--- src/pkg/dasc_regs.vh ---
// register map, field positions, reset values and timing for the converter and trim control
`ifndef DASC_REGS_VH
`define DASC_REGS_VH

// register byte addresses
`define DASC_ADDR_CH1_RESULT_UPPER 8'h03
`define DASC_ADDR_CH1_RESULT_LOWER 8'h04
`define DASC_ADDR_CH2_RESULT_UPPER 8'h05
`define DASC_ADDR_CH2_RESULT_LOWER 8'h06
`define DASC_ADDR_CH1_CTRL 8'h10
`define DASC_ADDR_CH2_CTRL 8'h15
`define DASC_ADDR_FORCE_SENSE 8'h1A
`define DASC_ADDR_TRIM 8'h1B

// field positions
`define DASC_SRC_MSB 7
`define DASC_SRC_LSB 5
`define DASC_CMES_BIT 3
`define DASC_FS1_BIT 2
`define DASC_FS2_BIT 6
`define DASC_TRIM_MSB 5

// reset values
`define DASC_SRC_RESET 3'h0
`define DASC_FS_RESET 1'h0
`define DASC_CMES_RESET 1'h0
`define DASC_TRIM_RESET 6'h02

// source-select codes
`define DASC_SRC_MONITOR 3'h4
`define DASC_SRC_SUPPLY 3'h5
`define DASC_SRC_LINE 3'h6
`define DASC_SRC_ANODE 3'h7

// routing codes driven to the analog input multiplexer
`define DASC_ROUTE_OFF 3'h0
`define DASC_ROUTE_MONITOR_RES 3'h1
`define DASC_ROUTE_CATHODE 3'h2
`define DASC_ROUTE_CURRENT 3'h3
`define DASC_ROUTE_SUPPLY 3'h4
`define DASC_ROUTE_LINE 3'h5
`define DASC_ROUTE_ANODE 3'h6

// timing
`define DASC_CLK_MHZ 200
`define DASC_CONV_TIME_US 140
// 140 us at 200 MHz, 28000 cycles, which fits within the 15-bit conversion counter
`define DASC_CONV_CYCLES 15'h6D60

// trim current step in microamps
`define DASC_TRIM_STEP_UA 2

`endif

--- src/hw/dasc_top.v ---
// two-channel converter source selection, result registers and trim current control
// Function
// - one 10-bit converter per channel, running only in controller mode.
// - source code with top bit zero disables that channel's converter.
// - channel 1 codes 101/110/111 pick main supply, supply line, laser anode.
// - channel 2 code 101 picks logic supply; 110/111 its line and anode.
// - code 100 without current measure: force/sense bit picks resistor node or cathode.
// - current measure with code 100 routes mirrored laser current; software sets 100.
// - enabled converter samples back to back without any trigger.
// - every conversion takes 140 microseconds before the result appears.
// - no end flag in the registers, only a one-cycle done pulse per channel port; result always holds last conversion; reading starts nothing.
// - 6-bit trim code sets trim pin current, zero none, 0x3F maximum.
// - each trim code step adds 2 microamps.
// - in standalone mode converters stop and registers are unreachable.
`timescale 1ns/1ps
`default_nettype none
`include "dasc_regs.vh"

module dasc_top #(
    parameter [14:0] CONV_CYCLES = `DASC_CONV_CYCLES
) (
    input wire sys_clk_in,
    input wire rst_in,
    input wire controller_mode_pin_in,
    input wire [7:0] reg_addr_in,
    input wire [7:0] reg_wdata_in,
    input wire reg_wr_in,
    input wire reg_rd_in,
    input wire [9:0] ch1_sample_in,
    input wire [9:0] ch2_sample_in,
    output reg [7:0] reg_rdata_out,
    output reg mcu_mode_out,
    output wire [2:0] ch1_route_out,
    output wire [2:0] ch2_route_out,
    output wire ch1_conv_done_out,
    output wire ch2_conv_done_out,
    output reg [5:0] trim_current_code_out,
    output reg [6:0] trim_current_ua_out
);

    // pin and analog inputs come from outside the clock domain
    reg mode_sync1;
    reg mode_sync2;
    reg [9:0] ch1_sample_sync1;
    reg [9:0] ch1_sample_sync2;
    reg [9:0] ch2_sample_sync1;
    reg [9:0] ch2_sample_sync2;

    reg [2:0] ch1_source;
    reg [2:0] ch2_source;
    reg ch1_current_measure;
    reg ch2_current_measure;
    reg ch1_force_sense;
    reg ch2_force_sense;
    reg [5:0] trim_code;

    wire [9:0] ch1_result;
    wire [9:0] ch2_result;
    wire reg_wr_ok;
    wire reg_rd_ok;
    reg [7:0] next_rdata;

    // the analog side holds its code steady through a conversion, so a bus
    // that settles in the two sync stages is captured whole at the end
    always @(posedge sys_clk_in) begin
        if (rst_in) begin
            mode_sync1 <= 1'b0;
            mode_sync2 <= 1'b0;
            ch1_sample_sync1 <= 10'h000;
            ch1_sample_sync2 <= 10'h000;
            ch2_sample_sync1 <= 10'h000;
            ch2_sample_sync2 <= 10'h000;
        end else begin
            mode_sync1 <= controller_mode_pin_in;
            mode_sync2 <= mode_sync1;
            ch1_sample_sync1 <= ch1_sample_in;
            ch1_sample_sync2 <= ch1_sample_sync1;
            ch2_sample_sync1 <= ch2_sample_in;
            ch2_sample_sync2 <= ch2_sample_sync1;
        end
    end

    // standalone mode disables the serial side entirely
    assign reg_wr_ok = reg_wr_in & mode_sync2;
    assign reg_rd_ok = reg_rd_in & mode_sync2;

    always @(posedge sys_clk_in) begin
        if (rst_in) begin
            ch1_source <= `DASC_SRC_RESET;
            ch2_source <= `DASC_SRC_RESET;
            ch1_current_measure <= `DASC_CMES_RESET;
            ch2_current_measure <= `DASC_CMES_RESET;
            ch1_force_sense <= `DASC_FS_RESET;
            ch2_force_sense <= `DASC_FS_RESET;
            trim_code <= `DASC_TRIM_RESET;
        end else if (reg_wr_ok) begin
            // result addresses fall through and are not written
            if (reg_addr_in == `DASC_ADDR_CH1_CTRL) begin
                ch1_source <= reg_wdata_in[`DASC_SRC_MSB:`DASC_SRC_LSB];
                ch1_current_measure <= reg_wdata_in[`DASC_CMES_BIT];
            end else if (reg_addr_in == `DASC_ADDR_CH2_CTRL) begin
                ch2_source <= reg_wdata_in[`DASC_SRC_MSB:`DASC_SRC_LSB];
                ch2_current_measure <= reg_wdata_in[`DASC_CMES_BIT];
            end else if (reg_addr_in == `DASC_ADDR_FORCE_SENSE) begin
                ch1_force_sense <= reg_wdata_in[`DASC_FS1_BIT];
                ch2_force_sense <= reg_wdata_in[`DASC_FS2_BIT];
            end else if (reg_addr_in == `DASC_ADDR_TRIM) begin
                trim_code <= reg_wdata_in[`DASC_TRIM_MSB:0];
            end
        end
    end

    always @* begin
        next_rdata = 8'h00;
        if (reg_addr_in == `DASC_ADDR_CH1_RESULT_UPPER) begin
            next_rdata = {6'h00, ch1_result[9:8]};
        end else if (reg_addr_in == `DASC_ADDR_CH1_RESULT_LOWER) begin
            next_rdata = ch1_result[7:0];
        end else if (reg_addr_in == `DASC_ADDR_CH2_RESULT_UPPER) begin
            next_rdata = {6'h00, ch2_result[9:8]};
        end else if (reg_addr_in == `DASC_ADDR_CH2_RESULT_LOWER) begin
            next_rdata = ch2_result[7:0];
        end else if (reg_addr_in == `DASC_ADDR_CH1_CTRL) begin
            next_rdata = {ch1_source, 1'b0, ch1_current_measure, 3'h0};
        end else if (reg_addr_in == `DASC_ADDR_CH2_CTRL) begin
            next_rdata = {ch2_source, 1'b0, ch2_current_measure, 3'h0};
        end else if (reg_addr_in == `DASC_ADDR_FORCE_SENSE) begin
            next_rdata = {1'b0, ch2_force_sense, 3'h0, ch1_force_sense, 2'h0};
        end else if (reg_addr_in == `DASC_ADDR_TRIM) begin
            next_rdata = {2'h0, trim_code};
        end
    end

    // a read only copies the value; it has no side effect on the converters
    always @(posedge sys_clk_in) begin
        if (rst_in) begin
            reg_rdata_out <= 8'h00;
            mcu_mode_out <= 1'b0;
            trim_current_code_out <= `DASC_TRIM_RESET;
            trim_current_ua_out <= 7'h00;
        end else begin
            if (reg_rd_ok) begin
                reg_rdata_out <= next_rdata;
            end
            mcu_mode_out <= mode_sync2;
            trim_current_code_out <= trim_code;
            // current in microamps, 2 per step, 126 at full code
            trim_current_ua_out <= {trim_code, 1'b0};
        end
    end

    dasc_adc_chan #(
        .CONV_CYCLES(CONV_CYCLES)
    ) u_ch1 (
        .sys_clk_in(sys_clk_in),
        .rst_in(rst_in),
        .enable_in(mode_sync2),
        .adc_source_select_in(ch1_source),
        .force_sense_select_in(ch1_force_sense),
        .current_measure_select_in(ch1_current_measure),
        .sample_in(ch1_sample_sync2),
        .route_out(ch1_route_out),
        .conversion_result_out(ch1_result),
        .done_out(ch1_conv_done_out)
    );

    dasc_adc_chan #(
        .CONV_CYCLES(CONV_CYCLES)
    ) u_ch2 (
        .sys_clk_in(sys_clk_in),
        .rst_in(rst_in),
        .enable_in(mode_sync2),
        .adc_source_select_in(ch2_source),
        .force_sense_select_in(ch2_force_sense),
        .current_measure_select_in(ch2_current_measure),
        .sample_in(ch2_sample_sync2),
        .route_out(ch2_route_out),
        .conversion_result_out(ch2_result),
        .done_out(ch2_conv_done_out)
    );

endmodule // dasc_top
`default_nettype wire

--- src/hw/dasc_adc_chan.v ---
// one converter channel: input routing and free-running conversion sequencer
`timescale 1ns/1ps
`default_nettype none
`include "dasc_regs.vh"

module dasc_adc_chan #(
    parameter [14:0] CONV_CYCLES = `DASC_CONV_CYCLES
) (
    input wire sys_clk_in,
    input wire rst_in,
    input wire enable_in,
    input wire [2:0] adc_source_select_in,
    input wire force_sense_select_in,
    input wire current_measure_select_in,
    input wire [9:0] sample_in,
    output reg [2:0] route_out,
    output reg [9:0] conversion_result_out,
    output reg done_out
);

    reg [14:0] conv_cnt;
    reg [2:0] next_route;

    always @* begin
        next_route = `DASC_ROUTE_OFF;
        if (enable_in) begin
            case (adc_source_select_in)
                `DASC_SRC_MONITOR: begin
                    if (current_measure_select_in) begin
                        next_route = `DASC_ROUTE_CURRENT;
                    end else if (force_sense_select_in) begin
                        next_route = `DASC_ROUTE_CATHODE;
                    end else begin
                        next_route = `DASC_ROUTE_MONITOR_RES;
                    end
                end
                `DASC_SRC_SUPPLY: next_route = `DASC_ROUTE_SUPPLY;
                `DASC_SRC_LINE: next_route = `DASC_ROUTE_LINE;
                `DASC_SRC_ANODE: next_route = `DASC_ROUTE_ANODE;
                default: next_route = `DASC_ROUTE_OFF;
            endcase
        end
    end

    // a route change restarts the count so no result mixes two inputs
    always @(posedge sys_clk_in) begin
        if (rst_in) begin
            conv_cnt <= 15'h0000;
            route_out <= `DASC_ROUTE_OFF;
            conversion_result_out <= 10'h000;
            done_out <= 1'b0;
        end else begin
            route_out <= next_route;
            done_out <= 1'b0;
            if (next_route == `DASC_ROUTE_OFF || next_route != route_out) begin
                conv_cnt <= 15'h0000;
            end else if (conv_cnt == CONV_CYCLES - 15'h0001) begin
                conv_cnt <= 15'h0000;
                conversion_result_out <= sample_in;
                done_out <= 1'b1;
            end else begin
                conv_cnt <= conv_cnt + 15'h0001;
            end
        end
    end

endmodule // dasc_adc_chan
`default_nettype wire

--- config.mk ---
export PLATFORM = sky130hd
export DESIGN_NAME = dasc_top
export DESIGN_NICKNAME = d
export VERILOG_FILES = /design/src/hw/dasc_top.v /design/src/hw/dasc_adc_chan.v
export VERILOG_INCLUDE_DIRS = /design/src /design/src/pkg
export SDC_FILE = /design/constraint.sdc
export NUM_CORES = 1
export LEC_CHECK = 0
export BUFFER_PORTS_ARGS = -buffer_cell sky130_fd_sc_hd__buf_2
export CORE_MARGIN = 8
export CORE_UTILIZATION = 35
export CTS_BUF_LIST = sky130_fd_sc_hd__clkbuf_4 sky130_fd_sc_hd__clkbuf_8 sky130_fd_sc_hd__clkbuf_16
export DETAILED_ROUTE_END_ITERATION = 7
export PLACE_DENSITY = 0.55
export SYNTH_ARGS = -nofsm -noshare
export SYNTH_HDL_FRONTEND = slang
export SYNTH_SLANG_ARGS = --single-unit
--- constraint.sdc ---
create_clock -name sys_clk_in -period 1.6 [get_ports sys_clk_in]
set_input_delay 0 -clock sys_clk_in [delete_from_list [all_inputs] [get_ports sys_clk_in]]
set_output_delay 0 -clock sys_clk_in [all_outputs]
set_load 0.05 [all_outputs]
==> results.sh <==
export IMPL_antenna_found_initial=2
export IMPL_maxSlewViolCount=0
export IMPL_period_share_pct=106
export IMPL_wl_per_cell_microns=14.4
export IMPL_crit_fanout=6
export IMPL_grt_pass1_vias=4289
export IMPL_power_w=0.00790
export IMPL_startpoint_type="register"
export IMPL_syn_area_sq_mm=0.00539
export IMPL_clock_fmax_mhz=592
export IMPL_crit_required_ps=1950
export IMPL_pwr_share_clk_pct=53.1
export IMPL_final_hold_viol_count=0
export IMPL_async_flop_share_pct=0
export IMPL_synth_nets=600
export IMPL_gr_total_overflow=0
export IMPL_final_nets=752
export IMPL_place_gp_congestion=0.846
export IMPL_synth_edf_count=0
export IMPL_yosysMostFrequentCell="dfxtp_1"
export IMPL_preCtsSetupSlack_ps=-146
export IMPL_cts_sinks=132
export IMPL_pwr_share_comb_pct=4.5
export IMPL_min_from="reg_addr_in[1]"
export IMPL_firstDrtPassIters=4
export IMPL_end_kind="register"
export IMPL_areaGrowthSynthToFinish_pct=41.5
export IMPL_finalWorstPathRequiredPeriod_ps=1690
export IMPL_p_per_area_mw_per_mm2=1040
export IMPL_clock_path_buffers=2
export IMPL_initial_utilization_pct=35.6
export IMPL_startpoint="ch1_source[2]"
export IMPL_ys_seq_area_share_pct=49.1
export IMPL_grt_pass1_wl_microns=20900
export IMPL_hold_class="in2reg"
export IMPL_worstSetupPathType="reg2reg"
export IMPL_power_leakage_nw=3.04
export IMPL_seqPwrFrac_pct=42.4
export IMPL_crit_chain="or3b_1, o311ai_2, o2111a_1, o21a_4, buf_12, mux2i_1"
export IMPL_maxCapViolations=0
export IMPL_cts_tree="done"
export IMPL_r2r_start="ch1_source[2]"
export IMPL_htree_levels=4
export IMPL_worst_slack_ps=-89.2
export IMPL_intPower_w=0.00617
export IMPL_clk_pin_slew_ps=60
export IMPL_finalSetupViolCount=47
export IMPL_vias_per_cell=4.75
export IMPL_syn_avg_cell_area_sq_um=9.67
export IMPL_cpPeakStageDelay_ps=400
export IMPL_grt_max_degree=75
export IMPL_final_setup_skew_ps=14.5
export IMPL_status="finished, violations left"
export IMPL_core_area_sq_mm=0.0151
export IMPL_synthCells=557
export IMPL_switchingPower_w=0.00173
export IMPL_synthTopCellsByArea="dfxtp_1 (49%), mux2i_1 (7.6%), nor2b_1 (6.3%)"
export IMPL_dieWidth_microns=140
export IMPL_crit_slowest_cell="or3b_1"
export IMPL_dieArea_sq_mm=0.0196
export IMPL_hold_ws_ps=138
export IMPL_peakVddDrop_uv=690
export IMPL_die_h_microns=140
export IMPL_critical_path_arrival_ps=2040
export IMPL_vias=4330
export IMPL_wl_microns=13100
export IMPL_post_route_util_pct=50.3
export IMPL_violations="negative setup slack"
export IMPL_yosysTopAreaCellShare_pct=49.1
export IMPL_drt_iter0_drc=279
export IMPL_synthFlopType="dfxtp_1"
export IMPL_core_rowCount=45
export IMPL_synth_top_cell_by_area="dfxtp_1"
export IMPL_hpwl_microns=9030
export IMPL_num_io_pins=71
export IMPL_clock_latency_ps=420
export IMPL_synth_common_cells="dfxtp_1 (132), nor2_1 (65), nor2b_1 (54), nand2b_1 (43), mux2i_1 (41)"
export IMPL_n_fill_cell=1354
export IMPL_antenna_left=0
export IMPL_grtUsageTotal_pct=13.3
export IMPL_cts_root_buf="clkbuf_16"
export IMPL_layout_drive_gt1_share_pct=30.1
export IMPL_numCtsBuffers=17
export IMPL_yosysUniqueCellTypes=63
export IMPL_swShare_pct=21.9
export IMPL_rsz0062_at_grt="true"
export IMPL_drcViolationCount=0
export IMPL_ys_seq_elements=132
export IMPL_io_buffers=69
export IMPL_ys_warn_count=0
-- registers in the layout, summed over array words and instances (netlist names), 3 cells and up --
name / flops
ch2_sample_sync1: 10
u_ch2.conversion_result_out: 10
u_ch2.route_out: 3
ch2_sample_sync2: 10
ch1_sample_sync1: 10
u_ch1.conv_cnt: 15
u_ch1.route_out: 3
u_ch1.conversion_result_out: 10
ch1_source: 3
ch2_source: 3
reg_rdata_out: 8
ch1_sample_sync2: 10
trim_code: 6
trim_current_code_out: 6
u_ch2.conv_cnt: 15
-- power by group through the flow --
stage / Clock, W / Combinational, W / Sequential, W
final: 0.00419 / 0.000355 / 0.00335
after global routing: 0.00444 / 0.000390 / 0.00335
after CTS: 0.00429 / 0.000355 / 0.00336
after detailed placement: 0 / 0.000292 / 0.00343
after global placement: 0 / 0.000289 / 0.00343
after floorplan: 0 / 0.000160 / 0.00344
-- per-layer routing --
| metal | up-vias | track usage (%) | wire (microns) |
|---|---|---|---|
| met5 | - | 0 | 8 |
| met4 | 2 | 5.94 | 201 |
| met3 | 18 | 4.28 | 617 |
| met2 | 92 | 22.1 | 6620 |
| met1 | 2012 | 15.5 | 5670 |
| li1 | 2206 | - | - |
-- final timing paths --
kind / endpoint / slack [ps] / depth (start not counted)
worst max register to register: u_ch1.conversion_result_out[2] / -90 / 6
worst min register to register: ch1_sample_sync2[5] / 430 / 1
worst min-delay path: reg_rdata_out[1] / 140 / 4
worst max-delay path: u_ch1.conversion_result_out[2] / -90 / 6
-- worst max-delay path: cells and delay by family, from the launching register on --
family                 cells  cell delay [ps]
AOI/OAI and AO/OA          3              540
buffers and inverters      1              130
DFF                        1              360
muxes                      1              180
and+or+nand+nor            1              400
-- what timing repair did --
action / CTS / global route
endpoints found under the setup margin: 37 / 52
resized for setup: 11 / 59
buffers inserted: 2 / 5
gates cloned: 0 / 3
endpoints found under the hold margin: 45 / 0
hold buffers: 33 / 0
pin swaps: 4 / 23
-- cell usage in the layout, fill, tap and decap left out, types with 17 or more instances in the layout --
cell,count
buf_2,68
nor2b_1,54
dlygate4sd3_1,33
nand3_1,20
nand2b_1,43
nor2_1,48
clkbuf_16,20
xor2_1,17
nand2_1,19
dfxtp_1,119
mux2i_1,40
buf_4,55
-- metrics by stage --
stage	cells	instance area (sq um)	setup TNS (ps)
after global routing	911	7620	-5730
final	911	7620	-2150
after global placement	835	6270	-949
after detailed placement	835	6270	-2320
after CTS	902	7290	-691
after floorplan	557	5390	-580
-- kinds of logic (layout without fill, tap and decap cells) --
logic type / Yosys count / in the layout / synth area share [%]
xor gates and xnor gates: 28 / 28 / 4.55
adders and majority gates: 2 / 2 / 0.465
AOI/OAI and AO/OA: 45 / 45 / 6.67
buffers and inverters: 39 / 204 / 3.53
and+or+nand+nor: 269 / 269 / 28.0
muxes: 41 / 41 / 7.62
DFF: 132 / 132 / 49.1
other: 1 / 2 / 0.0696
-- layout make-up --
cell class	count	area [sq um]	share of cell area [%]
inverter	7	26.3	0.345
sequential	132	2670	35.1
antenna	1	2.50	0.0328
tap	188	235	3.09
clock buffer	17	425	5.58
clock inverter	15	218	2.86
multi-input combinational	386	2760	36.3
timing repair buffer	165	1280	16.8
(Power assumes the default switching activity.)
